$ cat src/core/bzc_pkg.sv
// Purpose: Shared constants and types for the impedance channel configuration bank
// Assumes: APB slave, 32-bit data, byte addresses as printed
// Notes:   Field positions and reset values named once here
package bzc_pkg;
  // ******************************************************
  // Register map
  // ******************************************************
  localparam logic [7:0]  CHAN_CFG_ADDR  = 8'h18;
  localparam logic [7:0]  MUX_CFG_ADDR   = 8'h17;
  localparam logic [7:0]  RESYNC_ADDR    = 8'h09;
  localparam logic [7:0]  MCLK_SEL_ADDR  = 8'h10;
  // ******************************************************
  // Field positions and resets
  // ******************************************************
  localparam int          RATE_BIT       = 23;
  localparam int          AHPF_LSB       = 20;
  localparam int          EXTB_BIT       = 19;
  localparam int          LNA_BIT        = 18;
  localparam int          GAIN_LSB       = 16;
  localparam int          DHPF_LSB       = 14;
  localparam int          RNOM_LSB       = 8;
  localparam int          RMOD_LSB       = 4;
  localparam int          BIST_BIT       = 11;
  localparam logic [23:0] CHAN_CFG_RST   = 24'h200000;
  localparam logic [23:0] CHAN_CFG_WMASK = 24'hffc000;
  localparam logic [23:0] MUX_CFG_RST    = 24'h000040;
  localparam logic [23:0] MUX_CFG_WMASK  = 24'h000f70;
  localparam logic [1:0]  MCLK_SEL_RST   = 2'h0;
  localparam logic [2:0]  RMOD_RESERVED  = 3'h3;
  // ******************************************************
  // Decoded settings carrier
  // ******************************************************
  typedef enum logic [3:0] {
    RATE_64, RATE_32, RATE_62P50, RATE_31P25, RATE_50, RATE_25, RATE_49P95, RATE_24P98
  } bzc_rate_t;
  typedef struct packed {
    bzc_rate_t   rate;
    logic [2:0]  ahpf_code;
    logic        ahpf_bypass;
    logic        external_bias_select;
    logic        amp_low_noise_select;
    logic [6:0]  gain_vv;
    logic [1:0]  dhpf_mode;
    logic [12:0] nominal_ohms;
    logic        nominal_switch_set;
    logic [2:0]  modulation_switch_set;
    logic        modulation_active;
  } bzc_settings_t;
endpackage

$ cat src/core/bzc_channel_config.sv
// Purpose: Impedance channel configuration register and its decoded settings
// Assumes: APB master keeps protocol; one clock pclk at 100 MHz
// Notes:   Zero wait-state slave; writes land at the access edge; unmapped gives pslverr
//
// Summary of operation
// Channel config register at 0x18 is read/write and steers the channel.
// Any channel config write raises resync need; resync command clears it.
// Clock select 00: rate bit 0 gives 64 sps, 1 gives 32 sps.
// Clock select 01: rate bit gives 62.50 or 31.25 sps.
// Clock select 10: rate bit gives 50 or 25 sps.
// Clock select 11: rate bit gives 49.95 or 24.98 sps.
// Analog high-pass code bits 22:20, reset 010; codes 11x bypass.
// Bit 19 selects internal (0) or external resistor (1) bias.
// Bit 18 selects amplifier low power (0) or low noise (1).
// Gain bits 17:16 select 10, 20, 40 or 80 V/V.
// Digital high-pass 00 bypass, 01 0.05 Hz, 1x 0.50 Hz.
// Nominal code selects 5000 down to 625 ohms; modulation 1xx unmodulated.
// Nominal codes 011-111 engage extra switches; modulation code 010 only below.
// Modulation field bits 6:4 resets 100; reserved 011 never stored.
// Nominal field bits 10:8 reset 000; applies only with self-test enabled.
// Reset returns every field to its default before any write.
//
// Register access over APB was left to the implementer.
`timescale 1ns/100ps
module bzc_channel_config (
  // Clock and reset
  input  wire logic                   pclk,
  input  wire logic                   presetn,
  // APB slave
  input  wire logic                   psel,
  input  wire logic                   penable,
  input  wire logic                   pwrite,
  input  wire logic [7:0]             paddr,
  input  wire logic [31:0]            pwdata,
  output logic                        pready,
  output logic [31:0]                 prdata,
  output logic                        pslverr,
  // Decoded channel settings
  output bzc_pkg::bzc_settings_t      settings,
  output logic                        resync_needed
);
  // ******************************************************
  // Register state
  // ******************************************************
  logic [23:0]            chan_reg, chan_next;
  logic [23:0]            mux_reg, mux_next;
  logic [1:0]             mclk_reg, mclk_next;
  logic                   resync_reg, resync_next;
  logic [31:0]            prdata_reg, prdata_next;
  logic                   pslverr_reg, pslverr_next;
  logic                   pready_reg, pready_next;
  bzc_pkg::bzc_settings_t set_reg, set_next;
  logic                   acc;
  logic                   xfer;
  logic                   wr;
  logic                   hit;

  assign acc  = psel && !penable;
  assign xfer = psel && penable && pready_reg;
  assign wr   = xfer && pwrite;

  always_comb begin
    chan_next    = chan_reg;
    mux_next     = mux_reg;
    mclk_next    = mclk_reg;
    resync_next  = resync_reg;
    prdata_next  = prdata_reg;
    pslverr_next = 1'b0;
    pready_next  = acc;
    hit          = 1'b1;
    case (paddr)
      bzc_pkg::CHAN_CFG_ADDR: prdata_next = {8'h00, chan_reg};
      bzc_pkg::MUX_CFG_ADDR:  prdata_next = {8'h00, mux_reg};
      bzc_pkg::MCLK_SEL_ADDR: prdata_next = {30'h0, mclk_reg};
      bzc_pkg::RESYNC_ADDR:   prdata_next = {31'h0, resync_reg};
      default: begin
        prdata_next = 32'h0;
        hit         = 1'b0;
      end
    endcase
    if (!acc) begin
      prdata_next = prdata_reg;
    end else begin
      pslverr_next = !hit;
    end
    if (wr && paddr == bzc_pkg::CHAN_CFG_ADDR) begin
      chan_next   = pwdata[23:0] & bzc_pkg::CHAN_CFG_WMASK;
      resync_next = 1'b1;
    end
    if (wr && paddr == bzc_pkg::MUX_CFG_ADDR) begin
      mux_next = pwdata[23:0] & bzc_pkg::MUX_CFG_WMASK;
      if (pwdata[bzc_pkg::RMOD_LSB +: 3] == bzc_pkg::RMOD_RESERVED) begin
        mux_next[bzc_pkg::RMOD_LSB +: 3] = mux_reg[bzc_pkg::RMOD_LSB +: 3];
      end
    end
    if (wr && paddr == bzc_pkg::MCLK_SEL_ADDR) begin
      mclk_next = pwdata[1:0];
    end
    if (wr && paddr == bzc_pkg::RESYNC_ADDR && pwdata[0]) begin
      resync_next = 1'b0;
    end
  end

  always_ff @(posedge pclk or negedge presetn) begin
    if (!presetn) begin
      chan_reg    <= bzc_pkg::CHAN_CFG_RST;
      mux_reg     <= bzc_pkg::MUX_CFG_RST;
      mclk_reg    <= bzc_pkg::MCLK_SEL_RST;
      resync_reg  <= 1'b0;
      prdata_reg  <= 32'h0;
      pslverr_reg <= 1'b0;
      pready_reg  <= 1'b0;
    end else begin
      chan_reg    <= chan_next;
      mux_reg     <= mux_next;
      mclk_reg    <= mclk_next;
      resync_reg  <= resync_next;
      prdata_reg  <= prdata_next;
      pslverr_reg <= pslverr_next;
      pready_reg  <= pready_next;
    end
  end

  // ******************************************************
  // Field decode
  // ******************************************************
  logic [2:0] rnom;
  logic [2:0] rmod;
  logic       bist_on;
  assign rnom    = mux_reg[bzc_pkg::RNOM_LSB +: 3];
  assign rmod    = mux_reg[bzc_pkg::RMOD_LSB +: 3];
  assign bist_on = mux_reg[bzc_pkg::BIST_BIT];

  always_comb begin
    set_next = '0;
    case ({mclk_reg, chan_reg[bzc_pkg::RATE_BIT]})
      3'h0: set_next.rate = bzc_pkg::RATE_64;
      3'h1: set_next.rate = bzc_pkg::RATE_32;
      3'h2: set_next.rate = bzc_pkg::RATE_62P50;
      3'h3: set_next.rate = bzc_pkg::RATE_31P25;
      3'h4: set_next.rate = bzc_pkg::RATE_50;
      3'h5: set_next.rate = bzc_pkg::RATE_25;
      3'h6: set_next.rate = bzc_pkg::RATE_49P95;
      default: set_next.rate = bzc_pkg::RATE_24P98;
    endcase
    set_next.ahpf_code   = chan_reg[bzc_pkg::AHPF_LSB +: 3];
    set_next.ahpf_bypass = chan_reg[bzc_pkg::AHPF_LSB + 2] && chan_reg[bzc_pkg::AHPF_LSB + 1];
    set_next.external_bias_select = chan_reg[bzc_pkg::EXTB_BIT];
    set_next.amp_low_noise_select = chan_reg[bzc_pkg::LNA_BIT];
    case (chan_reg[bzc_pkg::GAIN_LSB +: 2])
      2'h0:    set_next.gain_vv = 7'h0a;
      2'h1:    set_next.gain_vv = 7'h14;
      2'h2:    set_next.gain_vv = 7'h28;
      default: set_next.gain_vv = 7'h50;
    endcase
    // 0 bypass, 1 = 0.05 Hz, 2 = 0.50 Hz
    set_next.dhpf_mode = chan_reg[bzc_pkg::DHPF_LSB + 1] ? 2'h2 :
                         {1'b0, chan_reg[bzc_pkg::DHPF_LSB]};
    if (bist_on) begin
      case (rnom)
        3'h0:    set_next.nominal_ohms = 13'h1388;
        3'h1:    set_next.nominal_ohms = 13'h09c4;
        3'h2:    set_next.nominal_ohms = 13'h0683;
        3'h3:    set_next.nominal_ohms = 13'h04e2;
        3'h4:    set_next.nominal_ohms = 13'h03e8;
        3'h5:    set_next.nominal_ohms = 13'h0341;
        3'h6:    set_next.nominal_ohms = 13'h02ca;
        default: set_next.nominal_ohms = 13'h0271;
      endcase
      set_next.nominal_switch_set = (rnom >= 3'h3);
      // Modulation: 000/001 always, 010 only for low nominal codes
      set_next.modulation_active = !rmod[2] &&
        (rmod[1] ? (!rmod[0] && rnom < 3'h3) : 1'b1);
      set_next.modulation_switch_set = set_next.modulation_active ? rmod : 3'h4;
    end else begin
      set_next.modulation_switch_set = 3'h4;
    end
  end

  always_ff @(posedge pclk or negedge presetn) begin
    if (!presetn) begin
      set_reg <= '0;
    end else begin
      set_reg <= set_next;
    end
  end

  assign pready        = pready_reg;
  assign prdata        = prdata_reg;
  assign pslverr       = pslverr_reg;
  assign settings      = set_reg;
  assign resync_needed = resync_reg;

  // ******************************************************
  // Checks
  // ******************************************************
  a_chan_write_lands: assert property (@(posedge pclk) disable iff (!presetn)
    wr && paddr == bzc_pkg::CHAN_CFG_ADDR |=> chan_reg == ($past(pwdata[23:0]) & bzc_pkg::CHAN_CFG_WMASK))
    else $error("channel config write lost");
  a_resync_set: assert property (@(posedge pclk) disable iff (!presetn)
    wr && paddr == bzc_pkg::CHAN_CFG_ADDR |=> resync_reg)
    else $error("resync flag not raised");
  a_rate_slow: assert property (@(posedge pclk) disable iff (!presetn)
    mclk_reg == 2'h0 && chan_reg[bzc_pkg::RATE_BIT] && $stable(chan_reg) && $stable(mclk_reg)
    |=> settings.rate == bzc_pkg::RATE_32)
    else $error("rate decode wrong");
  a_rate_c11: assert property (@(posedge pclk) disable iff (!presetn)
    mclk_reg == 2'h3 && !chan_reg[bzc_pkg::RATE_BIT] && $stable(chan_reg) && $stable(mclk_reg)
    |=> settings.rate == bzc_pkg::RATE_49P95)
    else $error("rate decode wrong at 11");
  a_ahpf_bypass: assert property (@(posedge pclk) disable iff (!presetn)
    chan_reg[22:21] == 2'h3 |=> settings.ahpf_bypass || $past(chan_reg[22:21]) != 2'h3)
    else $error("ahpf bypass missing");
  a_gain_max: assert property (@(posedge pclk) disable iff (!presetn)
    $stable(chan_reg) && chan_reg[17:16] == 2'h3 |=> settings.gain_vv == 7'h50)
    else $error("gain decode wrong");
  a_rmod_no_reserved: assert property (@(posedge pclk) disable iff (!presetn)
    rmod != bzc_pkg::RMOD_RESERVED)
    else $error("reserved modulation code stored");
  a_mod_high_nom: assert property (@(posedge pclk) disable iff (!presetn)
    $stable(mux_reg) && bist_on && rnom >= 3'h3 && rmod == 3'h2 |=> !settings.modulation_active)
    else $error("modulation 010 allowed at high nominal");
  a_bist_gate: assert property (@(posedge pclk) disable iff (!presetn)
    $stable(mux_reg) && !bist_on |=> settings.nominal_ohms == 13'h0)
    else $error("nominal applied without self-test");

  // ******************************************************
  // Checks: bus access
  // ******************************************************
  a_ready_follows: assert property (@(posedge pclk) disable iff (!presetn)
    psel && !penable
    |=> pready)
    else $error("no ready after setup");
  a_ready_single: assert property (@(posedge pclk) disable iff (!presetn)
    pready
    |=> !pready)
    else $error("ready held too long");
  a_err_with_ready: assert property (@(posedge pclk) disable iff (!presetn)
    pslverr
    |-> pready)
    else $error("slave error without ready");
  a_unmapped_keeps: assert property (@(posedge pclk) disable iff (!presetn)
    wr && paddr != bzc_pkg::CHAN_CFG_ADDR && paddr != bzc_pkg::MUX_CFG_ADDR
    && paddr != bzc_pkg::MCLK_SEL_ADDR && paddr != bzc_pkg::RESYNC_ADDR
    |=> $stable(chan_reg) && $stable(mux_reg) && $stable(mclk_reg) && $stable(resync_reg))
    else $error("unmapped write changed state");
  a_mux_write_lands: assert property (@(posedge pclk) disable iff (!presetn)
    wr && paddr == bzc_pkg::MUX_CFG_ADDR
    && pwdata[bzc_pkg::RMOD_LSB +: 3] != bzc_pkg::RMOD_RESERVED
    |=> mux_reg == ($past(pwdata[23:0]) & bzc_pkg::MUX_CFG_WMASK))
    else $error("mux config write lost");
  a_reserved_kept: assert property (@(posedge pclk) disable iff (!presetn)
    wr && paddr == bzc_pkg::MUX_CFG_ADDR
    && pwdata[bzc_pkg::RMOD_LSB +: 3] == bzc_pkg::RMOD_RESERVED |=> rmod == $past(rmod))
    else $error("reserved modulation code changed field");
  a_resync_clear: assert property (@(posedge pclk) disable iff (!presetn)
    wr && paddr == bzc_pkg::RESYNC_ADDR && pwdata[0]
    |=> !resync_reg)
    else $error("resync command did not clear flag");

  // ******************************************************
  // Checks: decoded settings and reset defaults
  // ******************************************************
  a_rate_c01: assert property (@(posedge pclk) disable iff (!presetn)
    mclk_reg == 2'h1 && chan_reg[bzc_pkg::RATE_BIT]
    |=> settings.rate == bzc_pkg::RATE_31P25)
    else $error("rate decode wrong at 01");
  a_rate_c10: assert property (@(posedge pclk) disable iff (!presetn)
    mclk_reg == 2'h2 && !chan_reg[bzc_pkg::RATE_BIT]
    |=> settings.rate == bzc_pkg::RATE_50)
    else $error("rate decode wrong at 10");
  a_rate_c11_slow: assert property (@(posedge pclk) disable iff (!presetn)
    mclk_reg == 2'h3 && chan_reg[bzc_pkg::RATE_BIT]
    |=> settings.rate == bzc_pkg::RATE_24P98)
    else $error("slow rate decode wrong at 11");
  a_bias_follows: assert property (@(posedge pclk) disable iff (!presetn)
    1'b1
    |=> settings.external_bias_select == $past(chan_reg[bzc_pkg::EXTB_BIT]))
    else $error("bias select not followed");
  a_noise_follows: assert property (@(posedge pclk) disable iff (!presetn)
    1'b1
    |=> settings.amp_low_noise_select == $past(chan_reg[bzc_pkg::LNA_BIT]))
    else $error("amplifier mode not followed");
  a_gain_low: assert property (@(posedge pclk) disable iff (!presetn)
    chan_reg[bzc_pkg::GAIN_LSB +: 2] == 2'h1
    |=> settings.gain_vv == 7'h14)
    else $error("gain decode wrong at 01");
  a_dhpf_slow: assert property (@(posedge pclk) disable iff (!presetn)
    chan_reg[bzc_pkg::DHPF_LSB + 1]
    |=> settings.dhpf_mode == 2'h2)
    else $error("digital high-pass 1x wrong");
  a_dhpf_bypass: assert property (@(posedge pclk) disable iff (!presetn)
    chan_reg[bzc_pkg::DHPF_LSB +: 2] == 2'h0
    |=> settings.dhpf_mode == 2'h0)
    else $error("digital high-pass bypass wrong");
  a_nominal_max: assert property (@(posedge pclk) disable iff (!presetn)
    bist_on && rnom == 3'h0
    |=> settings.nominal_ohms == 13'h1388)
    else $error("largest nominal resistance wrong");
  a_unmod_high: assert property (@(posedge pclk) disable iff (!presetn)
    bist_on && rmod[2]
    |=> settings.modulation_switch_set == 3'h4 && !settings.modulation_active)
    else $error("modulation present for code 1xx");
  a_nom_switch: assert property (@(posedge pclk) disable iff (!presetn)
    bist_on && rnom >= 3'h3
    |=> settings.nominal_switch_set)
    else $error("extra nominal switches not engaged");
  a_reset_defaults: assert property (@(posedge pclk) disable iff (!presetn)
    $rose(presetn)
    |-> chan_reg == bzc_pkg::CHAN_CFG_RST && mux_reg == bzc_pkg::MUX_CFG_RST
        && mclk_reg == bzc_pkg::MCLK_SEL_RST && !resync_reg)
    else $error("register not at default after reset");
endmodule // bzc_channel_config

$ cat config.mk
export PLATFORM = sky130hd
export DESIGN_NAME = bzc_channel_config
export DESIGN_NICKNAME = d
export VERILOG_FILES = /design/src/core/bzc_pkg.sv /design/src/core/bzc_channel_config.sv
export SDC_FILE = /design/constraint.sdc
export NUM_CORES = 1
export LEC_CHECK = 0
export BUFFER_PORTS_ARGS = -buffer_cell sky130_fd_sc_hd__buf_2
export CAP_MARGIN = 20
export CORE_ASPECT_RATIO = 1.25
export CORE_MARGIN = 1.5
export CORE_UTILIZATION = 23
export CTS_CLUSTER_SIZE = 8
export DETAILED_ROUTE_END_ITERATION = 10
export GPL_ROUTABILITY_DRIVEN = 0
export GPL_TIMING_DRIVEN = 1
export PLACE_DENSITY = 0.47
export RECOVER_POWER = 100
export SYNTH_ARGS = -nofsm -noshare
export SYNTH_HDL_FRONTEND = slang
export SYNTH_SLANG_ARGS = --single-unit
$ cat constraint.sdc
create_clock -name pclk -period 1.6 [get_ports pclk]
set_input_delay 0.48 -clock pclk [delete_from_list [all_inputs] [get_ports pclk]]
set_output_delay 0.48 -clock pclk [all_outputs]
set_load 0.03 [all_outputs]
Word-level counts from Yosys, hierarchy flattened --
Cells that the tools add are included.
Cells by class: $lt $le $gt $ge 2, equality and inequality tests 19, reductions and logical operators 22, bitwise gates (word level) 1, mux-type cells 14
Operator list (count):
- 24-bit case mux with 4 select lines | 1
- 13-bit case mux with 7 select lines | 1
- 8-bit by 5-bit == test with 1-bit output (second input constant) | 3
- 3-bit case mux with 7 select lines | 1
- 7-bit case mux with 3 select lines | 1
- 3-bit == test (second input constant) | 6
- 3-bit by 2-bit == test with 1-bit output (second input constant) | 5
- 14-bit two-way mux | 1
- 1-bit logical AND | 12
- 8-bit by 4-bit == test with 1-bit output (second input constant) | 1
- 3-bit by 1-bit == test with 1-bit output (second input constant) | 2
- 3-bit logical NOT | 2
- 1-bit two-way mux | 6
- 3-bit two-way mux | 2
- 1-bit logical NOT | 4
- 4-bit OR reduction | 1
- 3-bit by 2-bit greater-or-equal comparator with 1-bit output (second input constant) | 1
- 3-bit by 2-bit < comparator with 1-bit output (second input constant) | 1
- 2-bit by 1-bit == test with 1-bit output (second input constant) | 1
- 2-bit == test (second input constant) | 1
- 2-bit logical NOT | 1
- 2-bit two-way mux | 1
- 2-bit AND reduction | 1
- 2-bit nonzero test | 1
- 1-bit NOT | 1
Storage, ports and cells: output and inout bits 72, input port bits 45, logic and storage cells 77, bits in registers 91

Depth between registers and ports, before layout --
Gate-level depths: netlist of run 1.
depth after elaboration 6, depth in mapped cells 5, mapped depth without buffers 4

Worst setup path before layout of run 1 --
OpenSTA, ideal clock, no wires.
path kind input port to flip-flop, from in paddr[5], to reg mux_reg[4], slack -247 ps, cell stages on the path 4, arrival time 1725 ps, library setup time 121 ps, data required time 1479 ps, cell sequence or4b_1 > buf_2 > or3_4 > o22a_1
On the way: cells in the longest elaborated chain, start to end 3
Ends and longest elaborated chain:
- start: declaration | line bzc_channel_config.sv:33 | input wire logic [7:0] paddr,
- 8-bit by 5-bit == test with 1-bit output | line bzc_channel_config.sv:90 | if (wr && paddr == bzc_pkg::MUX_CFG_ADDR) begin
- 1-bit logical AND | line bzc_channel_config.sv:90
- 2-bit AND reduction (no line)
- end signal: assignment | line bzc_channel_config.sv:107 | mux_reg <= bzc_pkg::MUX_CFG_RST;
- end signal: assignment | line bzc_channel_config.sv:115 | mux_reg <= mux_next;
- end: declaration | line bzc_channel_config.sv:46 | logic [23:0] mux_reg, mux_next;
No other way between the ends. A chain may end at the register's enable or synchronous reset.

Final worst setup path of run 1 --
from in paddr[5], to reg mux_reg[9]
On the way: cells in the longest elaborated chain, start to end 2
Ends and longest elaborated chain (line):
- 8-bit by 5-bit == test with 1-bit output | bzc_channel_config.sv:90
- 1-bit logical AND | bzc_channel_config.sv:90
No other way between the ends.

==> summary.md, run 1 <==
| Metric | Value |
|---|---|
| Leakage | 0.00181 µW |
| Hold Startpoint | pwdata[22] |
| DP Area | 3560 µm² |
| Post-Synth Simple-Gate Area | 11.2% |
| Clock sink count | between 70 and 80 |
| Complex-gate fraction of the synthesized area | a little under a tenth |
| Setup Skew | 0.00294 ns |
| Num ports | 117 |
| Post-synthesis xor/xnor area fraction | 0.307% |
| RR Endpoint | mux_reg[9] |
| CP startpoint kind | primary input |
| Layout Utilization | 30.9% |
| Worst-Skew Late Latency | between 0.3 and 0.4 ns |
| CP required | 1.80 ns |
| Setup TNS | 0 ns |
| WHS Path Cells | 2 |
| Final hold vios | 0 |
| Worst Hold Class | in -> reg |
| Syn_area_per_cell | 13.5 µm² |
| Post-synth EDFFs | 0 |
| TritonCTS buffer count | 9 |
| Final setup fails | 0 |
| Synth Register Bits | 75 |
| Die X-Extent | 103 µm |
| Antenna Nets Post-Route | 0 |
| HPWL after detailed placement | 4320 µm |
| 1st-pass router iterations | 2 |
| Vias post-DR | 1925 |
| Max-capacitance violation count | 0 |
| Total area of sequential cells | 1880 µm² |
| Mapped Area | 2850 µm² |
| Max reg flops | 34 |
| First-pass GRT wire length | 9940 µm |
| CP Capture Type | register |
| Synth Flop Type | dfrtp_1 |
| Largest net degree at the start of global routing | 76 |
| Power Density | around 1100 nW/µm² |
| Chip height | between 100 and 150 µm |
| Vias in the first global route | 1949 |
| Critical path class | in -> reg |
| H-tree Lvls | 3 |
| Post-CTS setup buffers | 0 |
| Sequential share of the synthesized area | 65.9% |
| RSZ-0062 raised after global routing | yes |
| Grt ovf | 0 |
| Max clock buf depth | 2 |
| Mux contribution to synthesized area | 6.32% |
| Dpl ws | -0.341 ns |
| WL/cell | 12.6 µm |
| Synth unique cells | 42 |
| Fin area | around 3700 µm² |
| TritonCTS clock tree | built |
| Register-to-Register Path Depth | 3 |
| Share of post-route cells with drive strength above 1 | 24.2% |
| Tmin final | 1.59 ns |
| Worst-Margin Slew | around 1.0 ns |
| Starting Density | approximately a quarter |
| Post-synthesis adder-cell area fraction | 0% |
| DIE AREA | approximately 13000 µm² |
| Critical Path AT | 1.79 ns |
| Asr flop ratio synth | 100% |
| Root Buffer | clkbuf_16 |
| Main combinational cell family by area after synthesis | simple AND/OR/NAND/NOR gates |
| Gate Count Post-Synth | 211 |
| Hold Path Sink | chan_reg[22] |
| Post-Route WL | 6070 µm |
| Cts repair resizes | 0 |
| Hold Buf Count CTS | 0 |
| Hold slack | 0.367 ns |
| Initial antenna violation count | 0 |
| Fill cell count | 1274 |
| Worst-path clk slew | 0.05 ns |
| Synthesis-to-layout area growth | 31.4% |
| # DRC | 0 |
| Worst setup margin | ~0.013 ns |
| Peak VDD IR | 0.410 mV |
| Total GRT Usage | about a tenth |
| Rows | 45 |
| 1st-iter DRT viols | 22 |
| Area taken by multi-input logic gates | 835 µm² |
| Net count, final | 359 |
| Final Max Tran Viols | 0 |
| Max Clock Freq | around 630 MHz |
| Reg2reg start | pready |
| IO Port Bufs | between 80 and 90 |
| Relative slew slack | between 30% and 40% |
| Crit Path Max Fanout | 7 |
| Tcrit/Tclk final | 99.2% |
| Synthesis Warnings | 0 |
| Status | complete, no violations |
| Flop2flop setup slack | 0.12 ns |
| Ant diodes | 0 |
| DR vias/cell | 3.99 |
| Core area | 12100 µm² |
-- metrics by stage --
stage | total power (µW) | std cells
after detailed placement | 2170 | 467
after floorplan | 2070 | 225
final | 4120 | 482
after CTS | 4210 | 482
after global placement | 2170 | 467
after global routing | 4280 | 482
-- cell usage after synthesis (all sizes together) (2+ instances only) --
master,number,area [µm²]
dfrtp,73,1830
a22o,17,149
buf,17,125
mux2,16,180
clkbuf,12,45.0
and2,8,50.1
inv,7,26.3
nor2,6,22.5
nand2b,5,31.3
nor2b,5,31.3
nor3,5,41.3
a21oi,4,20.0
a2111oi,3,26.3
nand2,3,11.3
nand3,3,15.0
nand4,3,18.8
and4,2,17.5
dfstp,2,52.6
nor4b,2,23.8
o22a,2,17.5
or3,2,17.5
-- power breakdown --
part	switching (µW)	internal [µW]	leakage [µW]	total [µW]
combinational	151	61.0	0.000647	212
clock	714	1280	0.000146	2000
sequential	7.09	1910	0.00102	1920
-- cell type report --
type / instances / share of cell area (%)
clock inverter: 2 / 0.935
sequential: 75 / 50.2
inverter: 7 / 0.701
tap: 164 / 5.48
timing repair buffer: 107 / 13.5
clock buffer: 13 / 6.95
multi-input combinational: 114 / 22.3
-- worst max-delay path, stage by stage --
cell and delay (ns):
buf_6 0.09, or4b_4 0.59, nor3_4 0.26, mux2_1 0.36
-- how the worst max path moves through the flow --
stage,from,endpoint,slack [ns],cells past startpoint
6_report,paddr[5],mux_reg[9],0.01,4
5_1_grt,paddr[7],mux_reg[11],-0.02,4
4_1_cts,paddr[5],mux_reg[9],0.008,4
3_5_place_dp,paddr[5],mux_reg[9],-0.34,4
3_3_place_gp,paddr[5],mux_reg[10],-0.29,4
2_1_floorplan,paddr[5],mux_reg[4],-0.18,4
-- cells by family after synthesis --
kind of cell              Yosys count
AOI/OAI and AO/OA                  33
xor gates and xnor gates            1
buffers and inverters              36
DFF                                75
muxes                              16
other                               1
and+or+nand+nor                    49
-- cells in the final DEF, fill, tap and decap left out, drive strengths merged, types with 6 or more instances in the layout --
cell type  count
a22o          17
and2           8
buf           42
clkbuf        78
conb          15
dfrtp         73
inv            6
mux2          16
nor2           6
-- routing by layer --
metal,GRT usage [%],vias up,share of wire [%]
met5,0,-,0
met4,5.56,0,1.9
met3,3.17,8,6.6
met2,16.4,68,49
met1,11.9,937,42
li1,-,912,-
(Power assumes the default switching activity.)
==> run 2: changes to the inputs <==
--- a/config.mk
+++ b/config.mk
@@ -14,7 +14,7 @@
 export DETAILED_ROUTE_END_ITERATION = 10
 export GPL_ROUTABILITY_DRIVEN = 0
 export GPL_TIMING_DRIVEN = 1
-export PLACE_DENSITY = 0.47
+export PLACE_DENSITY = 0.45
 export RECOVER_POWER = 100
 export SYNTH_ARGS = -nofsm -noshare
 export SYNTH_HDL_FRONTEND = slang
==> constraint.sdc (replaced) <==
create_clock -name pclk -period 1.7 [get_ports pclk]
set_input_delay 0.51 -clock pclk [delete_from_list [all_inputs] [get_ports pclk]]
set_output_delay 0.51 -clock pclk [all_outputs]
set_load 0.03 [all_outputs]
==> summary.md, run 2 (synthesis results as in run 1) <==
| Metric | Value |
|---|---|
| First-pass GRT wire length | approximately 10000 µm |
| IO Port Bufs | 88 |
| RSZ-0062 raised after global routing | no |
| Tmin final | 1.65 ns |
| DR vias/cell | 4.00 |
| # DRC | 0 |
| Crit Path Max Fanout | 7 |
| Net count, final | 357 |
| Max clock buf depth | 2 |
| Slowest-stage cell, CP | or4b_4 |
| Initial antenna violation count | 0 |
| Total GRT Usage | roughly a tenth |
| Antenna Nets Post-Route | 0 |
| 1st-iter DRT viols | 56 |
| Synthesis-to-layout area growth | 30.4% |
| Chip height | between 100 and 150 µm |
| Peak VDD IR | roughly 0.38 mV |
| Ant diodes | 0 |
| Post-CTS setup buffers | 0 |
| Commonest non-fill, non-tap cell in the layout | dfrtp_1 |
| Fill cell count | between 1000 and 1500 |
| Largest net degree at the start of global routing | 46 |
| Worst-Margin Slew | around 0.92 ns |
| Max Clock Freq | around 600 MHz |
| Worst-path clk slew | 0.06 ns |
| Fin cells | roughly 480 |
| Leakage | 0.00178 µW |
| Dpl ws | -0.283 ns |
| Num ports | 117 |
| Tcrit/Tclk final | 97.1% |
| Grt ovf | 0 |
| Crit path cell chain | buf_2 > or4b_4 > a2111oi_0 > o22a_1 |
| Relative slew slack | 38.8% |
| Status | complete, no violations |
| Setup Skew | a little under 0.006 ns |
| Share of post-route cells with drive strength above 1 | 22.7% |
| Final hold vios | 0 |
| Critical path class | in -> reg |
| Worst path top cell family by delay | compound AO/OA/AOI/OAI gates |
| CP Buf/Inv Count | 1 |
| Max-capacitance violation count | 0 |
| Critical Path AT | 1.92 ns |
| CP startpoint kind | primary input |
| Hold slack | 0.290 ns |
| Vias post-DR | between 1500 and 2000 |
| Worst Hold Class | in -> async |
| Die X-Extent | 103 µm |
| Final setup fails | 0 |
| Worst-Skew Late Latency | 0.33 ns |
| H-tree Lvls | 3 |
| Layout Utilization | 30.7% |
| Hold Buf Count CTS | 0 |
| Final Max Tran Viols | 0 |
| Worst setup margin | between 0.04 and 0.05 ns |
| Vias in the first global route | 1980 |
| Starting Density | 23.5% |
| DIE AREA | 13100 µm² |
| TritonCTS clock tree | built |
| Core area | around 12000 µm² |
| CP peak stage delay | 0.60 ns |
| Root Buffer | clkbuf_16 |
| HPWL after detailed placement | 4510 µm |
| Power Density | 1000 nW/µm² |
| CP Capture Type | register |
| Setup TNS | 0 ns |
| TritonCTS buffer count | 9 |
| Commonest cells after routing, fill and taps aside | dfrtp_1 (73), clkbuf_1 (63), buf_2 (30), a22o_1 (17), conb_1 (15) |
| Post-Route WL | 6330 µm |
| 1st-pass router iterations | 4 |
| CP required | approximately 2 ns |
| WL/cell | about 13 µm |
| Cts repair resizes | 0 |
| Max reg flops | 34 |
| Placed insts | around 470 |
| Rows | 45 |
| Clock sink count | 75 |
==> run 2: final cells by class <==
cell class	instances	area, µm²	area share [%]
Clock buffer	10	229	6.16
Clock inverter	6	41.3	1.11
Inverter	7	26.3	0.707
Multi-Input combinational cell	114	835	22.5
Sequential cell	75	1880	50.6
Tap cell	164	205	5.52
Timing Repair Buffer	105	500	13.5
==> run 2: worst paths after layout <==
kind	cells past startpoint	endpoint	slack [ns]	start
worst min register to register	0	settings[33]	0.40	chan_reg[23]
max in group asynchronous	2	chan_reg[21]	0.45	presetn
worst min-delay path	1	settings[1]	0.29	presetn
worst max register to register	4	chan_reg[23]	0.15	pready
min in group pclk	2	chan_reg[16]	0.39	pwdata[16]
worst max-delay path	4	mux_reg[5]	0.05	paddr[5]
==> run 2: routing by layer <==
layer,GRT usage [%],part of all wire [%]
met2,16.5,47
met4,5.08,1.4
met1,12.7,43
met3,4.05,8.0
met5,0,0
==> run 2: per-stage QoR <==
stage	cell area [µm²]	total power, µW
floorplan	2920	1950
global placement	3550	2040
detailed placement	3550	2050
CTS	3820	3810
global route	3720	3900
finish	3720	3730
==> run 2: worst reg2reg max path, stage by stage, from the launching register on <==
cell and delay, ns:
dfrtp_1 0.39, and4_1 0.24, nand4_1 0.10, clkbuf_2 0.32, mux2_2 0.38
==> run 2: power by group <==
group          total, µW  switching [µW]  internal (µW)
registers           1800            6.12           1800
clock network       1720             737            987
logic                200             144           56.1
total               3730             887           2840
